[src/sabr_params.svh]
/*
 * offsets, field positions, reset values and limits of the autobuffer and
 * status register bank; included by the bank's design file, no code inside.
 */
`ifndef SABR_PARAMS_SVH
`define SABR_PARAMS_SVH

// -----------------------------------------------------------------
// register offsets (7-bit control-port address)
// -----------------------------------------------------------------
`define SABR_OFF_CTRL      7'h11
`define SABR_OFF_RATIO_HI  7'h12
`define SABR_OFF_RATIO_LO  7'h13
`define SABR_OFF_PRE_C_HI  7'h14
`define SABR_OFF_PRE_C_LO  7'h15
`define SABR_OFF_PRE_D_HI  7'h16
`define SABR_OFF_PRE_D_LO  7'h17

// -----------------------------------------------------------------
// autobuffer control fields and reset value
// -----------------------------------------------------------------
`define SABR_BIT_PAD_EN    6
`define SABR_BIT_USER_EN   5
`define SABR_BIT_CS_EN     4
`define SABR_CTRL_WMASK    8'h7F
`define SABR_CTRL_RESET    8'h00
`define SABR_PAD_MAX       4'h8

// -----------------------------------------------------------------
// user-bit buffer shape
// -----------------------------------------------------------------
`define SABR_FIFO_WIDTH    9
`define SABR_FIFO_DEPTH    4

`endif

[src/sabr_pkg.sv]
/*
 * types shared by the autobuffer register bank.
 * assumes nothing of its surroundings.
 */
`default_nettype none
package sabr_pkg;

    // output stage of the user-bit path
    typedef enum logic [0:0] {
        SABR_PASS = 1'b0,
        SABR_PAD  = 1'b1
    } sabr_pad_state_t;

endpackage
`default_nettype wire

[src/sabr_regs.sv]
/*
 * autobuffer control register, sample rate ratio and burst preamble status
 * registers, plus the user-bit and channel-status copy path from receiver
 * to transmitter with zero padding between information units.
 * assumes: register port, receiver and transmitter cores all run on sys_clk;
 * status inputs are stable levels from the receiver and rate converter.
 */
// Contract
// - padding between units only when enabled
// - user bits copied only while enabled
// - channel status copied only while enabled
// - pad count field, ceiling of eight
// - fifteen-bit ratio in two bytes
// - preamble C word in two bytes
// - preamble C reads zero without burst data
// - upper preamble D byte readable
// - lower D byte: channel-B C in subframe mode
`timescale 1ns/100ps
`default_nettype none
`include "sabr_params.svh"

// -----------------------------------------------------------------
// user-bit buffer
// -----------------------------------------------------------------
module sabr_fifo #(
    parameter int WIDTH = `SABR_FIFO_WIDTH,
    parameter int DEPTH = `SABR_FIFO_DEPTH
) (
    input  wire logic             sys_clk,
    input  wire logic             reset,
    input  wire logic             in_valid,
    input  wire logic [WIDTH-1:0] in_data,
    output logic                  in_ready,
    output logic                  out_valid,
    output logic      [WIDTH-1:0] out_data,
    input  wire logic             out_ready
);
    localparam int AW = $clog2(DEPTH);
    logic [WIDTH-1:0] mem [DEPTH];
    logic [AW-1:0]    wr_ptr, next_wr_ptr, rd_ptr, next_rd_ptr;
    logic [AW:0]      count, next_count;
    logic             next_in_ready, next_out_valid, push, pop;
    // pointer and flag update; flags kept as flops so ports come from registers
    always_comb begin
        push           = in_valid && in_ready;
        pop            = out_ready && out_valid;
        next_wr_ptr    = push ? wr_ptr + 1'b1 : wr_ptr;
        next_rd_ptr    = pop ? rd_ptr + 1'b1 : rd_ptr;
        next_count     = count + {{AW{1'b0}}, push} - {{AW{1'b0}}, pop};
        next_in_ready  = next_count != DEPTH[AW:0];
        next_out_valid = next_count != '0;
    end
    always_ff @(posedge sys_clk) begin
        if (reset) begin
            wr_ptr    <= '0;
            rd_ptr    <= '0;
            count     <= '0;
            in_ready  <= 1'b1;
            out_valid <= 1'b0;
        end else begin
            wr_ptr    <= next_wr_ptr;
            rd_ptr    <= next_rd_ptr;
            count     <= next_count;
            in_ready  <= next_in_ready;
            out_valid <= next_out_valid;
        end
        if (push) begin
            mem[wr_ptr] <= in_data;
        end
    end
    assign out_data = mem[rd_ptr];
endmodule

// -----------------------------------------------------------------
// register bank and copy path
// -----------------------------------------------------------------
module sabr_regs (
    input  wire logic        sys_clk,
    input  wire logic        reset,
    input  wire logic        reg_wr,
    input  wire logic        reg_rd,
    input  wire logic [6:0]  reg_addr,
    input  wire logic [7:0]  reg_wdata,
    output logic      [7:0]  reg_rdata,
    input  wire logic        rx_user_valid,
    input  wire logic [7:0]  rx_user_data,
    input  wire logic        rx_user_unit_end,
    output logic             rx_user_ready,
    output logic             tx_user_valid,
    output logic      [7:0]  tx_user_data,
    output logic             tx_user_unit_end,
    input  wire logic        tx_user_ready,
    input  wire logic        rx_cs_valid,
    input  wire logic        rx_cs_bit,
    output logic             tx_cs_valid,
    output logic             tx_cs_bit,
    input  wire logic [14:0] rate_ratio,
    input  wire logic [15:0] burst_preamble_c,
    input  wire logic [15:0] burst_preamble_d,
    input  wire logic [15:0] burst_preamble_c_b,
    input  wire logic        nonaudio_detected,
    input  wire logic        subframe_nonaudio
);
    logic [7:0]                ctrl, next_ctrl, next_rdata;
    logic                      next_cs_valid, next_cs_bit;
    sabr_pkg::sabr_pad_state_t state, next_state;
    logic [3:0]                pad_left, next_pad_left, pad_limit;
    logic                      next_tx_valid, next_tx_end, fifo_pop, fifo_out_valid;
    logic [7:0]                next_tx_data;
    logic [8:0]                fifo_out_data;
    logic                      unit_gap_padding_enable, user_bit_passthrough_enable;
    logic                      chan_status_passthrough_enable;

    assign unit_gap_padding_enable        = ctrl[`SABR_BIT_PAD_EN];
    assign user_bit_passthrough_enable    = ctrl[`SABR_BIT_USER_EN];
    assign chan_status_passthrough_enable = ctrl[`SABR_BIT_CS_EN];

    // read decode: status bytes, burst preambles masked without burst data except the lower D byte in subframe mode
    function automatic logic [7:0] sabr_read(input logic [6:0] a, input logic [7:0] c);
        logic [7:0] r;
        case (a)
            `SABR_OFF_CTRL:     r = c;
            `SABR_OFF_RATIO_HI: r = {1'b0, rate_ratio[14:8]};
            `SABR_OFF_RATIO_LO: r = rate_ratio[7:0];
            `SABR_OFF_PRE_C_HI: r = nonaudio_detected ? burst_preamble_c[15:8] : 8'h00;
            `SABR_OFF_PRE_C_LO: r = nonaudio_detected ? burst_preamble_c[7:0] : 8'h00;
            `SABR_OFF_PRE_D_HI: r = nonaudio_detected ? burst_preamble_d[15:8] : 8'h00;
            `SABR_OFF_PRE_D_LO: begin
                if (subframe_nonaudio) begin
                    r = burst_preamble_c_b[15:8];
                end else begin
                    r = nonaudio_detected ? burst_preamble_d[7:0] : 8'h00;
                end
            end
            default:            r = 8'h00;
        endcase
        return r;
    endfunction

    // register port: only the control byte takes writes, bit 7 stays zero
    always_comb begin
        next_ctrl  = ctrl;
        next_rdata = reg_rdata;
        if (reg_wr && reg_addr == `SABR_OFF_CTRL) begin
            next_ctrl = reg_wdata & `SABR_CTRL_WMASK;
        end
        if (reg_rd) begin
            next_rdata = sabr_read(reg_addr, ctrl);
        end
    end

    // channel status copy, one bit per receiver strobe
    always_comb begin
        next_cs_valid = rx_cs_valid && chan_status_passthrough_enable;
        next_cs_bit   = rx_cs_bit;
    end
    always_ff @(posedge sys_clk) begin
        if (reset) begin
            ctrl        <= `SABR_CTRL_RESET;
            reg_rdata   <= 8'h00;
            tx_cs_valid <= 1'b0;
            tx_cs_bit   <= 1'b0;
        end else begin
            ctrl        <= next_ctrl;
            reg_rdata   <= next_rdata;
            tx_cs_valid <= next_cs_valid;
            tx_cs_bit   <= next_cs_bit;
        end
    end

    // user bytes dropped at the door while copying is off
    sabr_fifo #(
        .WIDTH (`SABR_FIFO_WIDTH),
        .DEPTH (`SABR_FIFO_DEPTH)
    ) u_fifo (
        .sys_clk   (sys_clk),
        .reset     (reset),
        .in_valid  (rx_user_valid && user_bit_passthrough_enable),
        .in_data   ({rx_user_unit_end, rx_user_data}),
        .in_ready  (rx_user_ready),
        .out_valid (fifo_out_valid),
        .out_data  (fifo_out_data),
        .out_ready (fifo_pop)
    );

    // codes above eight clamp to eight
    assign pad_limit = (ctrl[3:0] > `SABR_PAD_MAX) ? `SABR_PAD_MAX : ctrl[3:0];

    // output stage: pass unit bytes, then zero bytes after each unit end
    always_comb begin
        next_state    = state;
        next_pad_left = pad_left;
        next_tx_valid = tx_user_valid;
        next_tx_data  = tx_user_data;
        next_tx_end   = tx_user_unit_end;
        fifo_pop      = 1'b0;
        if (!tx_user_valid || tx_user_ready) begin
            next_tx_valid = 1'b0;
            case (state)
                sabr_pkg::SABR_PASS: begin
                    if (fifo_out_valid) begin
                        fifo_pop      = 1'b1;
                        next_tx_valid = 1'b1;
                        next_tx_data  = fifo_out_data[7:0];
                        next_tx_end   = fifo_out_data[8];
                        if (fifo_out_data[8] && unit_gap_padding_enable && pad_limit != 4'h0) begin
                            next_state    = sabr_pkg::SABR_PAD;
                            next_pad_left = pad_limit;
                        end
                    end
                end
                sabr_pkg::SABR_PAD: begin
                    next_tx_valid = 1'b1;
                    next_tx_data  = 8'h00;
                    next_tx_end   = 1'b0;
                    next_pad_left = pad_left - 4'h1;
                    if (pad_left == 4'h1) begin
                        next_state = sabr_pkg::SABR_PASS;
                    end
                end
                default: next_state = sabr_pkg::SABR_PASS;
            endcase
        end
    end
    always_ff @(posedge sys_clk) begin
        if (reset) begin
            state            <= sabr_pkg::SABR_PASS;
            pad_left         <= 4'h0;
            tx_user_valid    <= 1'b0;
            tx_user_data     <= 8'h00;
            tx_user_unit_end <= 1'b0;
        end else begin
            state            <= next_state;
            pad_left         <= next_pad_left;
            tx_user_valid    <= next_tx_valid;
            tx_user_data     <= next_tx_data;
            tx_user_unit_end <= next_tx_end;
        end
    end
endmodule
`default_nettype wire

[config.mk]
export PLATFORM = sky130hd
export DESIGN_NAME = sabr_regs
export DESIGN_NICKNAME = d
export VERILOG_FILES = /design/src/sabr_pkg.sv /design/src/sabr_regs.sv
export VERILOG_INCLUDE_DIRS = /design/src
export SDC_FILE = /design/constraint.sdc
export NUM_CORES = 1
export LEC_CHECK = 0
export BUFFER_PORTS_ARGS = -buffer_cell sky130_fd_sc_hd__buf_2
export CORE_MARGIN = 1
export CORE_UTILIZATION = 50
export CTS_CLUSTER_SIZE = 30
export DETAILED_ROUTE_END_ITERATION = 16
export PLACE_DENSITY_LB_ADDON = 0.12
export SYNTH_ARGS = -nofsm -noshare
export SYNTH_HDL_FRONTEND = slang
export SYNTH_SLANG_ARGS = --single-unit
[constraint.sdc]
create_clock -name sys_clk -period 2.66 [get_ports sys_clk]
set_clock_uncertainty 0.2 [all_clocks]
set_input_delay 0.133 -clock sys_clk [delete_from_list [all_inputs] [get_ports sys_clk]]
set_output_delay 0.133 -clock sys_clk [all_outputs]
set_load 0.1 [all_outputs]
---- After elaboration in Yosys (flattened, before gate mapping) ----
Memories as Yosys holds them, arrays and structs flattened. A register that Yosys moved wholly into a read port is not among the register bits.
Index checks and enable logic that the tools add are counted.
word-level totals
  flip-flop bits (word level) ............. 41
  bits in writable memories ............... 36
  input bits .............................. 97
  output and inout bits ................... 21
  logic and storage cells ................. 72
  memories ................................ 1
memories
  name        words  bits a word  rd ports  clocked after Yosys merged registers in  wr ports  line             RTL
  u_fifo.mem  4      9            1         1                                        1         sabr_regs.sv:39  logic [WIDTH-1:0] mem [DEPTH];
operators by class
  $add $sub $neg .......................... 5
  magnitude comparators ................... 1
  equal/unequal tests ..................... 11
  muxes and demuxes ....................... 26
  bitwise logic cells ..................... 1
  reductions and logical operators ........ 13
operator list
  kind                                                    number
  one-hot mux 8 bit (7 select lines)                      1
  equality test 7 x 5 -> 1 bit (second input constant)    7
  2-to-1 mux 8 bit                                        6
  one-hot mux 8 bit (2 select lines)                      1
  2-to-1 mux 4 bit                                        3
  2-to-1 mux 1 bit                                        9
  one-hot mux 4 bit (2 select lines)                      1
  logical AND 1 bit                                       7
  one-hot mux 1 bit (2 select lines)                      3
  adder 2 x 1 -> 2 bit (second input constant)            2
  equality test 4 x 1 -> 1 bit (second input constant)    1
  greater-than comparator 4 bit (second input constant)   1
  2-to-1 mux 2 bit                                        2
  nonzero test 4 bit                                      1
  subtractor 4 x 1 -> 4 bit (second input constant)       1
  adder 3 x 1 -> 3 bit                                    1
  inequality test 3 bit (second input constant)           1
  AND reduction 3 bit                                     1
  nonzero test 3 bit                                      1
  subtractor 3 x 1 -> 3 bit                               1
  inequality test 2 x 1 -> 1 bit (second input constant)  1
  inequality test 2 bit (second input constant)           1
  AND reduction 2 bit                                     1
  logical NOT 1 bit                                       1
  2 further kinds                                         2

---- Depth between registers and ports, before layout ----
Gate-level depths: netlist of the first run.
  word-level depth ........................ 7
  depth in mapped cells ................... 11
  mapped depth without buffers ............ 10

---- Modules after synthesis ----
Synthesis of the first run repeated with hierarchy kept, for this count alone.
unflattened totals
  cell total of the unflattened synthesis .. 334
  area, all modules ....................... 3,826.2 um^2
by module, submodules not included
  module     times used  cells each  area each (um^2)  sequential area each (um^2)
  sabr_regs  1           239         2,040.7           640.6
  sabr_fifo  1           95          1,785.5           1,301.2

---- Worst setup path before layout of the first run ----
No wires, ideal clock.
  kind .................................... register to register
  from .................................... register tx_user_valid
  to ...................................... register u_fifo.in_ready
  setup time .............................. 0.117 ns
  data arrival time ....................... 2.721 ns
  required time ........................... 2.343 ns
  path slack .............................. -0.379 ns
  stages on the path, launching flop included .. 12
  path buffers ............................ 1
  period minus slack after synthesis ...... 3.039 ns
  cells stage by stage .................... dfxtp_1 -> nand2b_1 -> and3_1 -> clkbuf_1 -> ha_1 -> inv_1 -> ha_1 -> fa_1 -> xnor2_1 -> xnor2_1 -> nor2_1 -> nand2_1
between the ends
  word-level cells in the longest chain between the ends .. 6
ends and longest elaborated chain
  item                       line              RTL
  from (decl)                sabr_regs.sv:89   output logic tx_user_valid,
  from (signal assigned)     sabr_regs.sv:235  tx_user_valid <= next_tx_valid;
  logical NOT 1 bit          sabr_regs.sv:197  if (!tx_user_valid || tx_user_ready) begin
  logical OR 1 bit           sabr_regs.sv:197
  2-to-1 mux 1 bit           sabr_regs.sv:197
  logical AND 1 bit          sabr_regs.sv:46   pop = out_ready && out_valid;
  named net u_fifo.pop       sabr_regs.sv:42   logic next_in_ready, next_out_valid, push, pop;
  subtractor 3 x 1 -> 3 bit  sabr_regs.sv:49   next_count = count + {{AW{1'b0}}, push} - {{AW{1'b0}}, pop};
  inequality test 3 bit      sabr_regs.sv:50   next_in_ready = next_count != DEPTH[AW:0];
  to (signal assigned)       sabr_regs.sv:64   in_ready <= next_in_ready;
  to (decl)                  sabr_regs.sv:33   output logic in_ready,
The timed path passes the listed nets, and every way through them passes these cells.
A chain may end at the register's enable or synchronous reset.

---- Worst setup path in the final report of the first run ----
  from .................................... input tx_user_ready
  to ...................................... register u_fifo.in_ready
between the ends
  word-level cells in the longest chain between the ends .. 5
ends and longest elaborated chain
  item                       line              RTL
  from (decl)                sabr_regs.sv:92   input wire logic tx_user_ready,
  logical OR 1 bit           sabr_regs.sv:197
  2-to-1 mux 1 bit           sabr_regs.sv:197
  logical AND 1 bit          sabr_regs.sv:46
  subtractor 3 x 1 -> 3 bit  sabr_regs.sv:49
  inequality test 3 bit      sabr_regs.sv:50
No other way between the ends.

==> flow_summary.toml, run 1 <==
[status]
run_status = "completed"

[logic_synthesis]
ys_types = 58
syn_inst = 350
yosysTopAreaCell = "sky130_fd_sc_hd__edfxtp_1"
seq_area_frac_synth = 0.505
postSynthNetCount = 456
synth_area_per_cell_um2 = 11.0
synth_async_sr_flop_share = 0
synth-edff-count = 36
yosys.area.top_type_share = 0.281
cells_taking_the_most_area_after_synthesis = "sky130_fd_sc_hd__edfxtp_1 (28%), sky130_fd_sc_hd__dfxtp_1 (22%), sky130_fd_sc_hd__mux4_2 (5.3%)"
synth.cell_area_um2 = 3850
ys.warnings.count = 0
yosys_register_bits = 79
most_used_flip_flop_cell_after_synthesis = "sky130_fd_sc_hd__dfxtp_1"

[power_and_ir_drop]
power_density_nw_per_um2 = 704
p_leak_nw = 1.98
peakVddDrop_mv = 0.598

[drt]
postRouteAntennaNets = 0
num_vias = 3295
wl_per_cell_um = 15.8
drt-pass1-iter-count = 4
drt-initial-drc-count = 195
number_of_remaining_drc_errors = 0
drt_total_wl_um = 9340
vias_per_cell = 5.57

[cts]
post_cts_setup_buffer_count = 0
clock_tree.buffer_depth = 2
cts_root_buffer = "sky130_fd_sc_hd__clkbuf_8"
post_cts_resized = 0
clk-insertion-delay-late_ns = 0.36
cts_made_buffers = 9
tritoncts_num_sinks = 79
htree_num_levels = 3
cts_hold_buffers = 35
cts_tree = "done"
clk_transition_reported_paths_ns = 0.08

[layout]
instances_no_fill = 592
area_delta_synth_final_pct = 30.2
antennaDiodeCount = 0
nFillCells = 567
numnets_final = 594
post_route_cells_drive_above_1_share = 0.306

[global_routing]
global_route.overflow_total = 0
gr-usage-all-layers = 0.238
grt_max_degree = 26
grt_pass1_wl_um = 15000
antenna_found_initial = 0
number_of_global_route_vias_before_repair = 3131

[timing]
worst-slew-pin-transition_ns = 0.891
period_needed_ns = 2.47
max_freq_mhz = 405
finalHoldViolCount = 0
setup-violations-final = 0
tcrit_tclk_final = 0.929
timing.max_slew.rel_slack = 0.400
grt_setup_unrepaired = "false"
slew_viol_final = 0
fin_tns_setup_ns = 0

[setup_path]
cp.required_ns = 2.71
critical_path_peak_fanout = 2
timing_worst_setup_path_type = "in2reg"
data_arrival_time_of_the_worst_path_ns = 2.52
worstSetupEndpointType = "flip-flop"
sort_of_element_at_the_start_of_the_critical_path = "input pin"

[placement]
port_buffers = 108
placedCellCount = 541
gp_congestion = 0.816
place_hpwl_um = 6370

[worst_hold_path]
hold_class = "in2reg"

[floorplanning]
placement_row_count = 31
die_h_um = 89.7
initial_utilization = 0.525
die_w_um = 89.7
design.die.area_um2 = 8050
io-pin-count = 118
floorplan.core_area_um2 = 7330

[job]
maxcap_viol_count = 0
[routing by layer]
layer  routed length (um)  track usage  share of wire  vias up
li1                     -            -              -     1595
met1                 3860        0.276           0.41     1571
met2                 4810        0.425           0.52      113
met3                  483       0.0533          0.052       16
met4                  183       0.0970          0.020        0
met5                    0            0              0        -
[metrics by stage]
step / setup WS, ns / total power [mW] / util / hold WS [ns] / area [um2]
after detailed placement: 0.328 / 2.63 / 0.609 / 0.150 / 4460
final: 0.189 / 3.52 / 0.683 / 0.0413 / 5010
after floorplan: 0.104 / 2.39 / - / 0.0319 / 3850
after global placement: 0.399 / 2.61 / 0.609 / 0.146 / 4460
after CTS: 0.199 / 3.55 / 0.683 / 0.0247 / 5010
after global routing: 0.0877 / 3.71 / 0.683 / 0.0600 / 5010
[state kept, by name, summed over array words and instances (netlist names), 2 cells and up, named ones only]
| register | count |
|---|---|
| u_fifo.mem | 36 |
| reg_rdata | 8 |
| tx_user_data | 8 |
| ctrl | 7 |
| pad_left | 4 |
| u_fifo.count | 3 |
| u_fifo.rd_ptr | 2 |
| u_fifo.wr_ptr | 2 |
[kinds of logic after synthesis]
group | after synthesis | share of synthesized area
and+or+nand+nor | 117 | 0.169
DFF | 79 | 0.505
AOI/OAI and AO/OA | 74 | 0.141
buffers and inverters | 40 | 0.0449
muxes | 25 | 0.0947
adders and majority gates | 9 | 0.0312
xor gates and xnor gates | 6 | 0.0137
[cell type report]
type / count / area [um2] / share of cell area
clock buffers: 9 / 124 / 0.0247
inverters: 16 / 60.1 / 0.0120
multi-input cells: 231 / 1730 / 0.346
clock inverters: 7 / 70.1 / 0.0140
repair buffers: 151 / 951 / 0.190
flip-flops and latches: 79 / 1950 / 0.389
well taps: 99 / 124 / 0.0247
[cell usage after synthesis (4+ instances only)]
cell	instances
sky130_fd_sc_hd__dfxtp_1	43
sky130_fd_sc_hd__o21a_1	4
sky130_fd_sc_hd__a22oi_1	6
sky130_fd_sc_hd__nand3b_1	12
sky130_fd_sc_hd__o2bb2ai_1	4
sky130_fd_sc_hd__o22ai_1	5
sky130_fd_sc_hd__and2_1	6
sky130_fd_sc_hd__xnor2_1	5
sky130_fd_sc_hd__a211oi_1	5
sky130_fd_sc_hd__a31oi_1	13
sky130_fd_sc_hd__and3_1	4
sky130_fd_sc_hd__nor2_1	30
sky130_fd_sc_hd__a21oi_1	7
sky130_fd_sc_hd__mux4_2	9
sky130_fd_sc_hd__buf_2	5
sky130_fd_sc_hd__nand3_1	9
sky130_fd_sc_hd__ha_1	8
sky130_fd_sc_hd__mux2i_1	15
sky130_fd_sc_hd__clkbuf_1	13
sky130_fd_sc_hd__inv_1	15
sky130_fd_sc_hd__edfxtp_1	36
sky130_fd_sc_hd__o32ai_1	4
sky130_fd_sc_hd__nor4_1	4
sky130_fd_sc_hd__o21ai_0	6
sky130_fd_sc_hd__nand2_1	18
sky130_fd_sc_hd__nor2b_1	13
[worst max-delay path, cell delays in order]
cell	delay [ns]
sky130_fd_sc_hd__dlygate4sd3_1	0.53
sky130_fd_sc_hd__buf_2	0.12
sky130_fd_sc_hd__nand2b_1	0.17
sky130_fd_sc_hd__and3_1	0.21
sky130_fd_sc_hd__ha_1	0.27
sky130_fd_sc_hd__inv_1	0.04
sky130_fd_sc_hd__ha_1	0.18
sky130_fd_sc_hd__fa_1	0.37
sky130_fd_sc_hd__xnor2_1	0.15
sky130_fd_sc_hd__xnor2_1	0.15
sky130_fd_sc_hd__nor2_1	0.13
sky130_fd_sc_hd__nand2_1	0.06
[final timing paths]
| path | startpoint | endpoint | slack, ns | cells past startpoint |
|---|---|---|---|---|
| worst max-delay path | tx_user_ready | u_fifo.in_ready | 0.19 | 12 |
| worst min-delay path | rate_ratio[2] | reg_rdata[2] | 0.04 | 5 |
| worst max register to register | u_fifo.out_valid | u_fifo.in_ready | 0.33 | 9 |
| worst min register to register | reg_rdata[7] | reg_rdata[7] | 0.28 | 2 |
[layout by cell type (no fill, tap or decap), drive strengths merged, types with 7 or more instances in the layout]
cell type / synthesis / layout
nor2b: 13 / 13
mux2i: 15 / 15
inv: 15 / 17
nor2: 31 / 31
a21oi: 7 / 7
clkbuf: 14 / 9
nand2: 19 / 19
ha: 8 / 8
o21ai: 9 / 9
mux4: 9 / 9
dfxtp: 43 / 43
edfxtp: 36 / 36
nand3b: 12 / 12
buf: 10 / 116
nand3: 9 / 9
a31oi: 14 / 14
dlygate4sd3: 0 / 35
[power by group]
group	total (mW)	switching (mW)	internal, mW
clock network	0.883	0.448	0.435
registers	1.47	0.0894	1.38
logic	1.17	0.748	0.426
total	3.52	1.29	2.24
No activity file was read; power rests on OpenSTA's default activity.
==> run 2, diff against run 1 <==
--- a/config.mk
+++ b/config.mk
@@ -8,2 +8,3 @@
 export LEC_CHECK = 0
+export ABC_AREA = 1
 export BUFFER_PORTS_ARGS = -buffer_cell sky130_fd_sc_hd__buf_2
==> constraint.sdc (replaced) <==
create_clock -name sys_clk -period 2.66 [get_ports sys_clk]
set_clock_uncertainty 0.2 [all_clocks]
set_input_delay 0.532 -clock sys_clk [delete_from_list [all_inputs] [get_ports sys_clk]]
set_output_delay 0.532 -clock sys_clk [all_outputs]
set_load 0.1 [all_outputs]
==> flow_summary.toml, run 2 <==
[status]
run_status = "completed"

[floorplanning]
initial_utilization = 0.520
die_w_um = 91.9
placement_row_count = 32
design.die.area_um2 = 8440
die_h_um = 91.9
floorplan.core_area_um2 = 7770
io-pin-count = 118

[drt]
drt_total_wl_um = 9310
postRouteAntennaNets = 0
num_vias = 3629
vias_per_cell = 4.98
number_of_remaining_drc_errors = 0
drt-initial-drc-count = 153
drt-pass1-iter-count = 4
wl_per_cell_um = 12.8

[cts]
htree_num_levels = 3
cts_made_buffers = 9
clock_tree.buffer_depth = 2
tritoncts_num_sinks = 79
cts_hold_buffers = 0
cts_root_buffer = "sky130_fd_sc_hd__clkbuf_8"
clk-insertion-delay-late_ns = 0.35
post_cts_resized = 0
post_cts_setup_buffer_count = 0
clk_transition_reported_paths_ns = 0.08
cts_tree = "done"

[timing]
max_freq_mhz = 448
finalHoldViolCount = 0
slew_viol_final = 0
timing.max_slew.rel_slack = 0.611
period_needed_ns = 2.23
worst-slew-pin-transition_ns = 0.582
worst_slack_ns = 0.430
fin_tns_setup_ns = 0
tcrit_tclk_final = 0.838
setup-violations-final = 0
grt_setup_unrepaired = "false"

[layout]
largest_reg_flops = 36
antennaDiodeCount = 0
post_route_cells_drive_above_1_share = 0.254
layout.cells.most_common_list = "sky130_fd_sc_hd__nand2_1 (126), sky130_fd_sc_hd__buf_2 (108), sky130_fd_sc_hd__nor2_1 (64)"
instances_no_fill = 728
layout_top_registers = "u_fifo.mem: 36 flops, reg_rdata: 8 flops, tx_user_data: 8 flops"
multi_input_area_um2 = 1750
numnets_final = 728
nFillCells = 710
max_flop_register = "u_fifo.mem"
area_delta_synth_final_pct = 21.0
layout.cells.most_common = "sky130_fd_sc_hd__nand2_1"
postLayoutCellArea_um2 = 4890
seqCellArea_um2 = 1940

[logic_synthesis]
most_used_flip_flop_cell_after_synthesis = "sky130_fd_sc_hd__dfxtp_1"
yosys.area.top_type_share = 0.268
syn_inst = 513
synth.cell_area_um2 = 4040
yosys_register_bits = 79
seq_area_frac_synth = 0.481
synth_area_per_cell_um2 = 7.87
synth-edff-count = 36
synth.most_common_cell = "sky130_fd_sc_hd__nand2_1"
cells_taking_the_most_area_after_synthesis = "sky130_fd_sc_hd__edfxtp_1 (27%), sky130_fd_sc_hd__dfxtp_1 (21%), sky130_fd_sc_hd__nand2_1 (12%)"
ys.warnings.count = 0
yosysTopAreaCell = "sky130_fd_sc_hd__edfxtp_1"
yosys-top-cells-count = "sky130_fd_sc_hd__nand2_1 (126), sky130_fd_sc_hd__nor2_1 (64), sky130_fd_sc_hd__nand3_1 (59), sky130_fd_sc_hd__inv_1 (52), sky130_fd_sc_hd__dfxtp_1 (43)"
postSynthNetCount = 619
ys_types = 30
synth_async_sr_flop_share = 0

[power_and_ir_drop]
power_density_nw_per_um2 = 748
p_leak_nw = 2.31
peakVddDrop_mv = 0.704

[placement]
worst_slack_placed_ns = 0.133
port_buffers = 108
post_dp_cell_area_um2 = 4660
placedCellCount = 713
place_hpwl_um = 6910
gp_congestion = 0.845

[setup_path]
timing_worst_setup_path_type = "reg2reg"
timing.critical_path.slowest_stage_cell = "sky130_fd_sc_hd__fa_1"
sort_of_element_at_the_start_of_the_critical_path = "flip-flop"
worst_path_most_repeated_cell = "sky130_fd_sc_hd__inv_1"
cp.required_ns = 2.70
critical_path_peak_fanout = 3
data_arrival_time_of_the_worst_path_ns = 2.27
critical_path.cell_chain = "inv_1, nor2_1, nor2_2, ha_1, inv_1, ha_1, fa_1, xor2_1, nand2_1, inv_1, nand2_1"
critPathMaxStageDelay_ns = 0.37
worstSetupEndpointType = "flip-flop"

[job]
maxcap_viol_count = 0

[worst_hold_path]
hold_class = "in2reg"

[global_routing]
antenna_found_initial = 0
gr-usage-all-layers = 0.236
global_route.overflow_total = 0
grt_max_degree = 33
number_of_global_route_vias_before_repair = 3362
grt_pass1_wl_um = 15400
-- run 2: cell type report --
class                   count  area share
clock buffers              11      0.0269
clock inverters             4      0.0195
inverters                  57      0.0438
multi-input cells         356       0.359
flip-flops and latches     79       0.398
well taps                 102      0.0261
repair buffers            119       0.127
-- run 2: metrics by stage --
| stage | power, mW | hold WS (ns) | utilization |
|---|---|---|---|
| after floorplan | 2.41 | 0.223 | - |
| after global placement | 2.64 | 0.249 | 0.600 |
| after detailed placement | 2.67 | 0.255 | 0.600 |
| after CTS | 3.68 | 0.177 | 0.629 |
| after global routing | 3.86 | 0.179 | 0.629 |
| final | 3.66 | 0.192 | 0.629 |
-- run 2: worst paths after layout --
path	from	to	slack, ns	depth (start not counted)
max	tx_user_valid	u_fifo.in_ready	0.43	11
min	rx_cs_bit	tx_cs_bit	0.19	3
max reg2reg	tx_user_valid	u_fifo.in_ready	0.43	11
min reg2reg	tx_user_data[6]	tx_user_data[6]	0.26	2
-- run 2: logic make-up after synthesis --
kind of cell	Yosys count	share of synthesized area
simple gates	273	0.300
flops	79	0.481
buf+inv	78	0.0849
compound gates	70	0.0961
fa+ha+maj	9	0.0298
xor+xnor	4	0.00868
-- run 2: critical path, delay by kind of cell, from the launching register on --
family	cells	cell delay (ns)
fa+ha+maj	3	0.83
simple gates	4	0.45
flops	1	0.33
buf+inv	3	0.15
xor+xnor	1	0.16
-- run 2: metal layers --
layer | GRT usage | vias up | wire length, um
met2 | 0.374 | 97 | 4260
met1 | 0.321 | 1633 | 4410
li1 | - | 1886 | -
met4 | 0.0651 | 0 | 116
met5 | 0 | - | 0
met3 | 0.0572 | 13 | 520
-- run 2: report_power, final --
part | switching, mW | internal (mW)
Clock | 0.407 | 0.618
Sequential | 0.0915 | 1.38
Combinational | 0.847 | 0.315
==> run 3, diff against run 2 <==
CORE_UTILIZATION = 47   (was 50)
clock period = 1.8 ns   (was 2.66 ns; I/O delays follow)
==> flow_summary.toml, run 3 (same netlist as run 2, synthesis figures left out) <==
[floorplanning]
floorplan.core_area_um2 = 8260
io-pin-count = 118
design.die.area_um2 = 8970
placement_row_count = 33
die_h_um = 94.7
die_w_um = 94.7
initial_utilization = 0.489

[placement]
gp_congestion = 0.887
placedCellCount = 721
post_dp_cell_area_um2 = 4770
place_hpwl_um = 6990
port_buffers = 108

[power_and_ir_drop]
power_mw = 5.45
power_density_nw_per_um2 = 1090
peakVddDrop_mv = 0.587
p_leak_nw = 2.33

[cts]
clk_transition_reported_paths_ns = 0.08
htree_num_levels = 3
post_cts_setup_buffer_count = 0
cts_made_buffers = 9
cts_root_buffer = "sky130_fd_sc_hd__clkbuf_8"
clk-insertion-delay-late_ns = 0.35
tritoncts_num_sinks = 79
cts_tree = "done"
clock_tree.buffer_depth = 2

[drt]
drt_total_wl_um = 9530
number_of_remaining_drc_errors = 0
wl_per_cell_um = 12.9
num_vias = 3715
drt-pass1-iter-count = 5
vias_per_cell = 5.03
drt-initial-drc-count = 194
postRouteAntennaNets = 0

[setup_path]
worstSetupEndpointType = "flip-flop"
data_arrival_time_of_the_worst_path_ns = 2.00
critical_path_peak_fanout = 2
r2r_setup_slack_ns = -0.15
timing_worst_setup_path_type = "reg2reg"
cp.required_ns = 1.84
sort_of_element_at_the_start_of_the_critical_path = "flip-flop"

[timing]
setup-violations-final = 4
period_needed_ns = 1.95
worst-slew-pin-transition_ns = 0.581
max_freq_mhz = 512
worst_slack_ns = -0.152
fin_tns_setup_ns = -0.484
slew_viol_final = 0
hold_slack_ns = 0.0206
finalHoldViolCount = 0
tcrit_tclk_final = 1.08
grt_setup_unrepaired = "true"
timing.max_slew.rel_slack = 0.612

[layout]
instances_no_fill = 738
largest_reg_flops = 36
post_route_cells_drive_above_1_share = 0.286
layout.cells.most_common_list = "sky130_fd_sc_hd__nand2_1 (125), sky130_fd_sc_hd__buf_2 (108), sky130_fd_sc_hd__nand3_1 (59)"
antennaDiodeCount = 0
postLayoutCellArea_um2 = 5000
layout_top_registers = "u_fifo.mem: 36 flops, reg_rdata: 8 flops, tx_user_data: 8 flops"
nFillCells = 793
area_delta_synth_final_pct = 23.9
max_flop_register = "u_fifo.mem"
layout.cells.most_common = "sky130_fd_sc_hd__nand2_1"
numnets_final = 734

[global_routing]
number_of_global_route_vias_before_repair = 3470
global_route.overflow_total = 0
grt_max_degree = 51
antenna_found_initial = 1
grt_pass1_wl_um = 15600
gr-usage-all-layers = 0.229

[status]
run_status = "finished, violations left"
failed_checks = "setup timing"

[job]
maxcap_viol_count = 0

[worst_hold_path]
hold_class = "in2reg"
-- run 3: cell count changes in the layout (fill, tap and decap cells not counted), sizes merged --
| cell | change |
|---|---|
| clkinv | +2 |
| clkinvlp | +1 |
| buf | +5 |
| clkbuf | -1 |
| bufinv | -1 |
| dlygate4sd3 | +1 |
-- run 3: critical path: stages (launching register included) --
cell,delay (ns)
sky130_fd_sc_hd__dfxtp_4,0.35
sky130_fd_sc_hd__inv_2,0.04
sky130_fd_sc_hd__nor2_4,0.11
sky130_fd_sc_hd__nor2_4,0.05
sky130_fd_sc_hd__ha_4,0.25
sky130_fd_sc_hd__inv_2,0.03
sky130_fd_sc_hd__ha_4,0.14
sky130_fd_sc_hd__fa_2,0.32
sky130_fd_sc_hd__xor2_1,0.13
sky130_fd_sc_hd__nand2_1,0.09
sky130_fd_sc_hd__inv_2,0.07
sky130_fd_sc_hd__nand2_1,0.04
-- run 3: final cells by class --
type / count / area (um2) / area share
sequential: 79 / 1950 / 0.390
multi-input combinational: 356 / 1810 / 0.362
timing repair buffer: 125 / 683 / 0.137
inverter: 57 / 214 / 0.0428
tap: 105 / 131 / 0.0263
clock buffer: 10 / 128 / 0.0255
clock inverter: 6 / 85.1 / 0.0170
-- run 3: per-layer routing --
| layer | vias to the layer above | part of all wire | global-route usage |
|---|---|---|---|
| li1 | 1899 | - | - |
| met1 | 1691 | 0.45 | 0.295 |
| met2 | 110 | 0.47 | 0.372 |
| met3 | 15 | 0.072 | 0.0676 |
| met4 | 0 | 0.014 | 0.0657 |
| met5 | - | 0 | 0 |
-- run 3: per-stage QoR --
stage	setup slack (ns)	util
final	-0.152	0.606
after floorplan	-0.515	-
after CTS	-0.165	0.605
after global placement	-0.272	0.578
after global routing	-0.257	0.606
after detailed placement	-0.288	0.578
-- run 3: final timing paths --
path              startpoint          endpoint  cells after the start
min          rx_user_data[5]  u_fifo.mem[0][5]                      1
min reg2reg     reg_rdata[6]      reg_rdata[6]                      2
max reg2reg    tx_user_valid   u_fifo.in_ready                     11
max            tx_user_valid   u_fifo.in_ready                     11
-- run 3: power breakdown --
group          switching, mW  internal [mW]
Combinational           1.31          0.545
Clock                  0.634          0.776
Sequential             0.139           2.04
-- run 3: repair_timing --
action,in CTS,in global routing
pin swaps,5,0
hold endpoints to repair,1,0
hold buffers,1,0
gates resized for setup,2,2
endpoints found under the setup margin,4,7
